<file path="src/pkg/ccr_pkg.sv">
package ccr_pkg;
	// ================================================================
	// Register map
	localparam logic [7:0] CCR_FCC_ADDR   = 8'h02;
	localparam logic [7:0] CCR_PTC_ADDR   = 8'h03;
	localparam logic [7:0] CCR_CVC_ADDR   = 8'h04;
	localparam logic [7:0] CCR_TTC_ADDR   = 8'h05;
	localparam int         CCR_NREG       = 4;
	localparam logic [7:0] CCR_FCC_RESET  = 8'h60;
	localparam logic [7:0] CCR_PTC_RESET  = 8'h11;
	localparam logic [7:0] CCR_CVC_RESET  = 8'hB2;
	localparam logic [7:0] CCR_TTC_RESET  = 8'h9A;
	localparam logic [7:0] CCR_UNMAPPED   = 8'h00;
	// ================================================================
	// Field positions
	localparam int CCR_CODE6_LSB    = 2;
	localparam int CCR_REDUCED_BIT  = 0;
	localparam int CCR_HI4_LSB      = 4;
	localparam int CCR_ENTRY_BIT    = 1;
	localparam int CCR_RECHG_BIT    = 0;
	localparam int CCR_TERM_EN_BIT  = 7;
	localparam int CCR_TERM_IND_BIT = 6;
	localparam int CCR_WDOG_LSB     = 4;
	localparam int CCR_TIMER_EN_BIT = 3;
	localparam int CCR_TLIM_LSB     = 1;
	localparam int CCR_COLD_BIT     = 0;
	// ================================================================
	// Code weights, offsets and decode values
	localparam logic [12:0] CCR_FAST_STEP_MA = 13'h0040;
	localparam logic [12:0] CCR_FAST_BASE_MA = 13'h0200;
	localparam logic [12:0] CCR_IPRE_STEP_MA = 13'h0080;
	localparam logic [12:0] CCR_IPRE_BASE_MA = 13'h0080;
	localparam logic [12:0] CCR_VOLT_STEP_MV = 13'h0010;
	localparam logic [12:0] CCR_VOLT_BASE_MV = 13'h0DB0;
	localparam logic [5:0]  CCR_VOLT_MAX     = 6'h38;
	localparam logic [12:0] CCR_FIFTH_DIV    = 13'h0005;
	localparam logic [11:0] CCR_ENTRY_LO_MV  = 12'hAF0;
	localparam logic [11:0] CCR_ENTRY_HI_MV  = 12'hBB8;
	localparam logic [8:0]  CCR_RECHG_LO_MV  = 9'h064;
	localparam logic [8:0]  CCR_RECHG_HI_MV  = 9'h12C;
	localparam logic [7:0]  CCR_WDOG_OFF_S   = 8'h00;
	localparam logic [7:0]  CCR_WDOG_40_S    = 8'h28;
	localparam logic [7:0]  CCR_WDOG_80_S    = 8'h50;
	localparam logic [7:0]  CCR_WDOG_160_S   = 8'hA0;
	localparam logic [4:0]  CCR_TLIM_5_H     = 5'h05;
	localparam logic [4:0]  CCR_TLIM_8_H     = 5'h08;
	localparam logic [4:0]  CCR_TLIM_12_H    = 5'h0C;
	localparam logic [4:0]  CCR_TLIM_20_H    = 5'h14;
	// ================================================================
	// Carriers
	typedef struct packed {
		logic [7:0] addr;
		logic [7:0] wdata;
		logic       wr;
		logic       rd;
	} ccr_req_t;
	typedef struct packed {
		logic [12:0] fast_charge_ma;
		logic [12:0] applied_charge_ma;
		logic [12:0] precharge_ma;
		logic [12:0] termination_ma;
		logic [12:0] charge_voltage_mv;
		logic        voltage_code_valid;
		logic [11:0] entry_threshold_mv;
		logic [8:0]  recharge_offset_mv;
		logic        term_enable;
		logic        term_indicator_early;
		logic [7:0]  watchdog_period_s;
		logic        safety_timer_enable;
		logic [4:0]  time_limit_h;
		logic [12:0] cold_charge_ma;
	} ccr_cfg_t;
	// ================================================================
	// Shared arithmetic and decode
	function automatic logic [12:0] ccr_scale(input logic [5:0] code,
		input logic [12:0] step, input logic [12:0] base);
		ccr_scale = base + ({7'h00, code} * step);
	endfunction
	function automatic logic [12:0] ccr_fifth(input logic [12:0] ma);
		ccr_fifth = ma / CCR_FIFTH_DIV;
	endfunction
	function automatic logic ccr_hit(input logic [7:0] addr);
		ccr_hit = (addr >= CCR_FCC_ADDR) && (addr <= CCR_TTC_ADDR);
	endfunction
	function automatic logic [1:0] ccr_index(input logic [7:0] addr);
		logic [7:0] off;
		off = addr - CCR_FCC_ADDR;
		ccr_index = off[1:0];
	endfunction
endpackage

</file>
<file path="src/core/ccr_reg8.sv">
module ccr_reg8 #(
	parameter logic [7:0] RESET_VALUE = 8'h00
) (
	// Clock and reset
	input  logic       clk_i,
	input  logic       rst_n_i,
	// Write port
	input  logic       wr_en_i,
	input  logic [7:0] wdata_i,
	// Stored value
	output logic [7:0] q_o
);
	logic [7:0] next_q;

	// Every bit is stored as written, reserved bit included
	always_comb begin
		next_q = wr_en_i ? wdata_i : q_o;
	end

	// Reset to the documented default
	always_ff @(posedge clk_i or negedge rst_n_i) begin
		if (!rst_n_i) begin
			q_o <= RESET_VALUE;
		end else begin
			q_o <= next_q;
		end
	end
endmodule

</file>
<file path="src/core/ccr_decode.sv">
module ccr_decode
	import ccr_pkg::*;
(
	// Raw register contents
	input  logic [7:0] fcc_i,
	input  logic [7:0] ptc_i,
	input  logic [7:0] cvc_i,
	input  logic [7:0] ttc_i,
	// Decoded settings
	output ccr_cfg_t   cfg_o
);
	logic [1:0] wdog;
	logic [1:0] tlim;

	// Field slices
	assign wdog = ttc_i[CCR_WDOG_LSB +: 2];
	assign tlim = ttc_i[CCR_TLIM_LSB +: 2];

	// Turn codes into physical units for the analog loops
	always_comb begin
		cfg_o = '0;
		cfg_o.fast_charge_ma = ccr_scale(fcc_i[CCR_CODE6_LSB +: 6],
			CCR_FAST_STEP_MA, CCR_FAST_BASE_MA);
		cfg_o.applied_charge_ma = fcc_i[CCR_REDUCED_BIT] ?
			ccr_fifth(cfg_o.fast_charge_ma) : cfg_o.fast_charge_ma;
		cfg_o.precharge_ma = ccr_scale({2'h0, ptc_i[CCR_HI4_LSB +: 4]},
			CCR_IPRE_STEP_MA, CCR_IPRE_BASE_MA);
		cfg_o.termination_ma = ccr_scale({2'h0, ptc_i[3:0]},
			CCR_IPRE_STEP_MA, CCR_IPRE_BASE_MA);
		cfg_o.charge_voltage_mv = ccr_scale(cvc_i[CCR_CODE6_LSB +: 6],
			CCR_VOLT_STEP_MV, CCR_VOLT_BASE_MV);
		// Codes above the top setting are flagged, not clamped
		cfg_o.voltage_code_valid = cvc_i[CCR_CODE6_LSB +: 6] <= CCR_VOLT_MAX;
		cfg_o.entry_threshold_mv = cvc_i[CCR_ENTRY_BIT] ?
			CCR_ENTRY_HI_MV : CCR_ENTRY_LO_MV;
		cfg_o.recharge_offset_mv = cvc_i[CCR_RECHG_BIT] ?
			CCR_RECHG_HI_MV : CCR_RECHG_LO_MV;
		cfg_o.term_enable = ttc_i[CCR_TERM_EN_BIT];
		cfg_o.term_indicator_early = ttc_i[CCR_TERM_IND_BIT];
		cfg_o.safety_timer_enable = ttc_i[CCR_TIMER_EN_BIT];
		case (wdog)
			2'h0: cfg_o.watchdog_period_s = CCR_WDOG_OFF_S;
			2'h1: cfg_o.watchdog_period_s = CCR_WDOG_40_S;
			2'h2: cfg_o.watchdog_period_s = CCR_WDOG_80_S;
			default: cfg_o.watchdog_period_s = CCR_WDOG_160_S;
		endcase
		case (tlim)
			2'h0: cfg_o.time_limit_h = CCR_TLIM_5_H;
			2'h1: cfg_o.time_limit_h = CCR_TLIM_8_H;
			2'h2: cfg_o.time_limit_h = CCR_TLIM_12_H;
			default: cfg_o.time_limit_h = CCR_TLIM_20_H;
		endcase
		// Cold band scales the programmed code, not the reduced value
		cfg_o.cold_charge_ma = ttc_i[CCR_COLD_BIT] ?
			ccr_fifth(cfg_o.fast_charge_ma) :
			{1'b0, cfg_o.fast_charge_ma[12:1]};
	end
endmodule

</file>
<file path="src/core/ccr_top.sv">
// Behaviour
// - Fast-charge current register resets to 0x60, code 011000, 2048 mA.
// - Fast-charge code bits 7:2 give 512 mA plus 64 mA per step.
// - Bit 0 set applies one fifth of the programmed current.
// - Precharge/termination register resets to 0x11, both codes 256 mA.
// - Precharge code bits 7:4 give 128 mA plus 128 mA per step.
// - Termination code bits 3:0 give 128 mA plus 128 mA per step.
// - Charge voltage register resets to 0xB2, 4.208 V.
// - Voltage code bits 7:2 give 3.504 V plus 16 mV per step.
// - Bit 1 picks fast-charge entry threshold: 2.8 V or 3.0 V.
// - Bit 0 picks recharge offset: 100 mV or 300 mV.
// - Termination/timer register resets to 0x9A.
// - All bits read back as last written or reset value.
// - Watchdog field: off, 40 s, 80 s, 160 s.
// - Time limit field: 5, 8, 12, 20 hours.
// - Bit 7 enables termination, bit 3 enables safety timer.
module ccr_top (
	// Clock and reset
	input  logic              CLK_SYS_I,
	input  logic              RST_N_I,
	// Register port from the serial control engine
	input  ccr_pkg::ccr_req_t REG_REQ_I,
	output logic [7:0]        REG_RDATA_O,
	output logic              REG_RVALID_O,
	// Decoded settings to the charge loops
	output ccr_pkg::ccr_cfg_t CFG_O
);
	import ccr_pkg::*;

	// ================================================================
	// Reset release
	logic rst_meta_n;
	logic rst_sync_n;

	// Assert at once, release after two edges to avoid metastable release
	always_ff @(posedge CLK_SYS_I or negedge RST_N_I) begin
		if (!RST_N_I) begin
			rst_meta_n <= 1'b0;
			rst_sync_n <= 1'b0;
		end else begin
			rst_meta_n <= 1'b1;
			rst_sync_n <= rst_meta_n;
		end
	end

	// ================================================================
	// Register file
	localparam logic [7:0] CCR_RESETS [CCR_NREG] = '{
		CCR_FCC_RESET, CCR_PTC_RESET, CCR_CVC_RESET, CCR_TTC_RESET
	};

	logic                      req_hit;
	logic [1:0]                req_idx;
	logic [CCR_NREG-1:0]       wr_en;
	logic [CCR_NREG-1:0][7:0]  reg_q;

	// Address decode shared by write and read
	assign req_hit = ccr_hit(REG_REQ_I.addr);
	assign req_idx = ccr_index(REG_REQ_I.addr);

	// One write strobe per register; unmapped writes are dropped
	always_comb begin
		wr_en = '0;
		if (REG_REQ_I.wr && req_hit) begin
			wr_en[req_idx] = 1'b1;
		end
	end

	// Storage cells with their power-on defaults
	genvar gi;
	generate
		for (gi = 0; gi < CCR_NREG; gi++) begin : g_reg
			ccr_reg8 #(
				.RESET_VALUE (CCR_RESETS[gi])
			) u_reg (
				.clk_i   (CLK_SYS_I),
				.rst_n_i (rst_sync_n),
				.wr_en_i (wr_en[gi]),
				.wdata_i (REG_REQ_I.wdata),
				.q_o     (reg_q[gi])
			);
		end
	endgenerate

	// ================================================================
	// Read path
	logic [7:0] next_rdata;
	logic       next_rvalid;

	// Read sees the value before a same-cycle write lands
	always_comb begin
		next_rdata  = REG_RDATA_O;
		next_rvalid = REG_REQ_I.rd;
		if (REG_REQ_I.rd) begin
			next_rdata = req_hit ? reg_q[req_idx] : CCR_UNMAPPED;
		end
	end

	// Data holds until the next read; valid is a pulse
	always_ff @(posedge CLK_SYS_I or negedge rst_sync_n) begin
		if (!rst_sync_n) begin
			REG_RDATA_O  <= CCR_UNMAPPED;
			REG_RVALID_O <= 1'b0;
		end else begin
			REG_RDATA_O  <= next_rdata;
			REG_RVALID_O <= next_rvalid;
		end
	end

	// ================================================================
	// Decoded settings
	ccr_cfg_t next_cfg;

	// Reserved bit is kept for readback only and steers nothing
	ccr_decode u_decode (
		.fcc_i (reg_q[0]),
		.ptc_i (reg_q[1]),
		.cvc_i (reg_q[2]),
		.ttc_i (reg_q[3]),
		.cfg_o (next_cfg)
	);

	// Registered so the loops see glitch-free settings
	always_ff @(posedge CLK_SYS_I or negedge rst_sync_n) begin
		if (!rst_sync_n) begin
			CFG_O <= '0;
		end else begin
			CFG_O <= next_cfg;
		end
	end
endmodule

</file>
<file path="config.mk">
export PLATFORM = sky130hd
export DESIGN_NAME = ccr_top
export DESIGN_NICKNAME = d
export VERILOG_FILES = /design/src/pkg/ccr_pkg.sv /design/src/core/ccr_reg8.sv /design/src/core/ccr_decode.sv /design/src/core/ccr_top.sv
export SDC_FILE = /design/constraint.sdc
export NUM_CORES = 1
export LEC_CHECK = 0
export ABC_AREA = 1
export BUFFER_PORTS_ARGS = -buffer_cell sky130_fd_sc_hd__buf_4
export CAP_MARGIN = 10
export CORE_MARGIN = 3
export CORE_UTILIZATION = 50
export CTS_CLUSTER_DIAMETER = 200
export DETAILED_ROUTE_END_ITERATION = 16
export PLACE_DENSITY = 0.77
export SYNTH_ARGS = -nofsm -noshare
export SYNTH_HDL_FRONTEND = slang
export SYNTH_SLANG_ARGS = --single-unit
</file>
<file path="constraint.sdc">
create_clock -name CLK_SYS_I -period 8.5 [get_ports CLK_SYS_I]
set_clock_uncertainty 0.05 [all_clocks]
set_input_delay 1.275 -clock CLK_SYS_I [delete_from_list [all_inputs] [get_ports CLK_SYS_I]]
set_output_delay 1.275 -clock CLK_SYS_I [all_outputs]
set_load 0.005 [all_outputs]
</file>
=== After elaboration in Yosys (flattened, before gate mapping) ===
Index checks and enable logic that the tools add are counted.
Widths: inputs -> output; s select.

* Add/subtract/negate cells: 5
* Div/mod/pow operators: 1
* Magnitude comparators: 5
* Eq/ne operators: 4
* Mux-type cells: 12
* Reduce and logical (&&, ||, !) cells: 5

{| class="wikitable"
|+ Operator list
! operator !! count
|-
| $mux 13 || 2
|-
| $add 8x11->12 const A || 2
|-
| $pmux 8 s3 || 1
|-
| $mux 9 || 2
|-
| $bmux 8 s2 || 1
|-
| $mux 8 || 2
|-
| $pmux 5 s3 || 1
|-
| $add 10x12->13 const A || 1
|-
| $add 12x10->13 const A || 1
|-
| $div 13x3->13 const B || 1
|-
| $ge 8x2->1 const B || 1
|-
| $le 8x3->1 const B || 1
|-
| $le 6x6->1 const B || 1
|-
| $eq 2x1->1 const B || 2
|-
| $eq 2x2->1 const B || 2
|-
| $logic_not 2->1 || 2
|-
| $mux 4 || 1
|-
| $logic_and 1x1->1 || 3
|-
| $lt 2x3->1 const B || 1
|-
| $demux 1 s2 || 1
|-
| $ge 2x1->1 const B || 1
|-
| $sub 2x2->2 const B || 1
|-
| $mux 1 || 1
|}

* Bits in registers: 159
* Input port bits: 20
* Word-level logic and storage cells: 54

=== Depth between registers and ports, before layout ===
* Depth after elaboration: 6
* Mapped depth: 61

=== Cells and area by module ===
A second synthesis with hierarchy kept.

* Cell total of the unflattened synthesis: 824
* Area total of the unflattened synthesis: 7517.2 um^2

{| class="wikitable"
|+ By module, submodules not included
! module !! times used !! cells each !! area an instance (um^2) !! sequential area each (um^2)
|-
| ccr_top || 1 || 251 || 3763.6 || 3178.0
|-
| ccr_decode || 1 || 437 || 2517.4 || 0.0
|-
| ccr_reg8 at g_reg[2].u_reg ... || 2 || 34 || 310.3 || 205.2
|-
| ccr_reg8 at g_reg[0].u_reg ... || 2 || 34 || 307.8 || 202.7
|}

=== Least setup slack after synthesis ===
Ideal clock, no wire load.

* Path type: reg2reg
* From: register g_reg[0].u_reg.q_o[5]
* To: register CFG_O[0] (netlist bit)
* Arrival: 6.445 ns
* Data required time: 8.328 ns
* Setup slack: 1.883 ns
* Stages on the path, launching flop included: 61
* Path buffers: 2
* Period minus slack after synthesis: 6.617 ns
* Cells stage by stage: dfstp_2 > buf_4 > inv_2 > ha_1 > or2_1 > nor2_4 > nand2_2 > nand3_2 > nand2_2 > nand2_2 > nand2_2 > nand2_2 > nand2_2 > nand2_2 > inv_2 > o21ai_2 > nand2_4 > nand2_2 > [... 25 more ...] > nand3_2 > nor2_4 > nand2_4 > ha_1 > inv_1 > nand3_4 > nor2_8 > nand2_4 > ha_1 > nand3_1 > nand2_1 > nand2_1 > nand2_1 > nand3_1 > nor2_1 > nand2_1 > nor2_2 > nor2_1

{| class="wikitable"
|+ RTL lines
! item !! line !! RTL
|-
| start: declaration || ccr_reg8.sv:11 || <nowiki>output logic [7:0] q_o</nowiki>
|-
| start signal: assignment || ccr_reg8.sv:25 || <nowiki>q_o <= next_q;</nowiki>
|-
| end signal: assignment || ccr_top.sv:128 || <nowiki>CFG_O <= next_cfg;</nowiki>
|-
| end: declaration || ccr_top.sv:26 || <nowiki>output ccr_pkg::ccr_cfg_t CFG_O</nowiki>
|}

==> results.md <==
- Crit path largest cell delay: 0.69 ns
- Buffer levels on the longest clock path: 2
- Die ar.: 0.0132 sq mm
- Post-synthesis sequential area ratio: 47.0%
- Cell leakage power: 3.60 nW
- Crit path required time: 8.67 ns
- Max Transition Viols Final: 0
- Leading cell type by number of instances after synthesis: nand2_1
- Fraction of synthesized cell area taken by the top area cell type: 41.7%
- Post-synthesis cell count: 679
- Largest area contributor in the synthesized netlist: dfrtp_1
- CP max-delay cell: dfstp_2
- Most used standard cells in the synthesized netlist: nand2_1, dfrtp_1, inv_1
- Number of cells in the design after placement: 908
- Antenna violations before repair: 0
- Number of top-level design ports: 145
- Total via count after detailed routing: 4764
- Count of input and output buffers: 105
- Period utilization: 87.7%
- Critical path class: reg -> reg
- Final min period: 7.46 ns
- Area growth from synthesis to layout: 17.5%
- CTS Hold Buffers Added: 0
- Maximum vdd drop: 0.000230 V
- DRC violation count after routing: 0
- Clock latency reported for the late side of the worst-skew pair: 0.35 ns
- Overall power after layout: 2.26 mW
- Min-delay worst type: reg -> async
- Layout cells sized above 1: 27.7%
- Hold_ws: 0.257 ns
- Number of inserted diodes: 0
- Number of buffers inserted to repair setup after CTS: 0
- Power Density: 323 mW/mm^2
- Critical Path Most Common Cell: nand2_2
- Final Hold Violating Endpoints: 0
- Critical path endpoint category: flop
- Wire length of the first global-routing pass: 22.7 mm
- Number of standard cells in the layout, taps in and fillers out: 924
- Sort of element at the start of the critical path: flop
- Dpl hpwl: 10.0 mm
- Worst-margin pin slew: 0.840 ns
- Site Rows: 39
- Warning count from the yosys run: 0
- Highest clock frequency the design can meet: 134 MHz
- Total setup violations reported at the end of the flow: 0
- Wire length reported by the detailed router: 13.7 mm
- Clock transition at the register clock pins on the worst setup and hold paths after CTS: 0.07 ns
- Proportion of register bits with asynchronous set or reset after synthesis: 100%
- TritonCTS Buffers: 9
- Leading cell types by total area after synthesis: dfrtp_1, nand2_1, buf_4, dfstp_2, inv_1
- Synth Cell Area: 0.00594 sq mm
- DR pass1 iterations: 5
- Post-cts resize count: 0
- Syn_area_per_cell: 8.75 sq um
- Critical path arrival: 7.63 ns
- Master cell of the clock root buffer: clkbuf_16
- Count of clock tree sinks: 111
- Synth Flop Type: dfrtp_1
- Global Route Usage Sum: 21.4%
- Number of global-route vias before repair: 4712
- Normalized max-slew margin: 44.0%
- Antenna Nets Post-Route: 0
- Total overflow reported by the global router: 0
- TritonCTS clock tree: done
- Die Y: 115 um
- Number of enable-type register cells in the synthesized netlist: 0
- Setup repair after global routing missed its margin: no
- Initial cell density of the core: 51.6%
- Total core area: 0.0115 sq mm
- Post-synth cell types: 43
- Register bit total from synthesis: 111
- DIE WIDTH: 115 um
- Final estimated routing congestion in global placement: 0.876
- Avg Vias per Cell: 5.16
- Crit Path Max Fanout: 12
- Routed wire length per instance: 14.8 um
- Final net count: 813
- Run status: finished, final reports clean
- H-tree levels: 3
- Pin count of the biggest net entering global routing: 69
- Starting DRT DRC Count: 280
- Count of max-cap constraint violations: 0
- Final sum of negative setup slack: 0 ns
==> layout by cell type, fill, tap and decap left out, types with 3 or more instances in the layout <==
cell type	instances
nand2_4	7
nand3_4	3
a221oi_1	7
nand2_1	136
conb_1	41
nand4_1	9
nand3_2	11
xor2_1	10
nand3_1	40
nand2_2	30
dfstp_2	12
o21ai_0	53
a21oi_1	4
nor2_2	3
nand3b_1	3
inv_1	78
clkbuf_16	9
inv_2	14
ha_1	17
clkinv_1	5
nor2_4	6
dfrtp_1	98
nor2_1	38
buf_4	106
o21ai_1	3
o22ai_1	12
==> cells by family (layout without fill, tap and decap cells) <==
group | count (synthesis) | in the layout | share of synthesized area (%)
compound gates | 89 | 89 | 9.16
buf+inv | 156 | 219 | 13.1
other cells | 2 | 41 | 0.126
flops | 111 | 111 | 47.0
fa+ha+maj | 17 | 17 | 3.58
xor+xnor | 12 | 12 | 1.77
simple gates | 292 | 292 | 25.3
==> cell type report <==
type                    count  area, sq um
clock buffers              10          239
clock inverters             6         91.3
fillers                   985         4530
inverters                  97          364
multi-input cells         451         2520
flip-flops and latches    111         2800
well taps                 143          179
repair buffers            106          796
==> stage by stage <==
stage / area [sq um] / worst slack [ns] / util (%)
2_1_floorplan: 6090 / 1.88 / -
3_3_place_gp: 6650 / 1.54 / 57.8
3_5_place_dp: 6650 / 1.15 / 57.8
4_1_cts: 6980 / 1.10 / 60.6
5_1_grt: 6980 / 0.236 / 60.6
6_report: 6980 / 1.04 / 60.6
==> final timing paths <==
kind | from | end | slack [ns] | cells past startpoint
worst max-delay path | g_reg[0].u_reg.q_o[5] | CFG_O[90] | 1.04 | 58
worst min-delay path | rst_sync_n | CFG_O[24] | 0.26 | 0
worst max register to register | g_reg[0].u_reg.q_o[5] | CFG_O[90] | 1.04 | 58
worst min register to register | rst_sync_n | CFG_O[24] | 0.26 | 0
max in group asynchronous | rst_sync_n | CFG_O[0] | 6.90 | 1
min in group CLK_SYS_I | rst_meta_n | rst_sync_n | 0.31 | 0
==> power breakdown <==
part | switching [mW] | leakage [nW] | total [mW] | internal (mW)
clock | 0.194 | 0.163 | 0.463 | 0.269
combinational | 0.785 | 2.03 | 1.21 | 0.423
sequential | 0.0245 | 1.40 | 0.585 | 0.561
total | 1.00 | 3.60 | 2.26 | 1.25
==> registers in the layout, indices dropped and copies added, names as in the netlist <==
| name | cells |
|---|---|
| rst_meta_n | 1 |
| rst_sync_n | 1 |
| REG_RVALID_O | 1 |
| REG_RDATA_O | 8 |
| g.u_reg.q_o | 32 |
| CFG_O | 68 |
==> layer usage <==
metal  part of all wire, %  vias up  GRT usage, %
met2                    48      197          35.9
met1                    42     2262          27.8
li1                      -     2272             -
met4                   3.1        0          9.00
met5                     0        -             0
met3                   6.6       33          3.42
==> critical path, delay by kind of cell, from the launching register on <==
family	cells	cell delay, ns
fa+ha+maj	7	1.54
buf+inv	7	0.59
flops	1	0.69
simple gates	44	4.44
No activity file was read; power rests on OpenSTA's default activity.
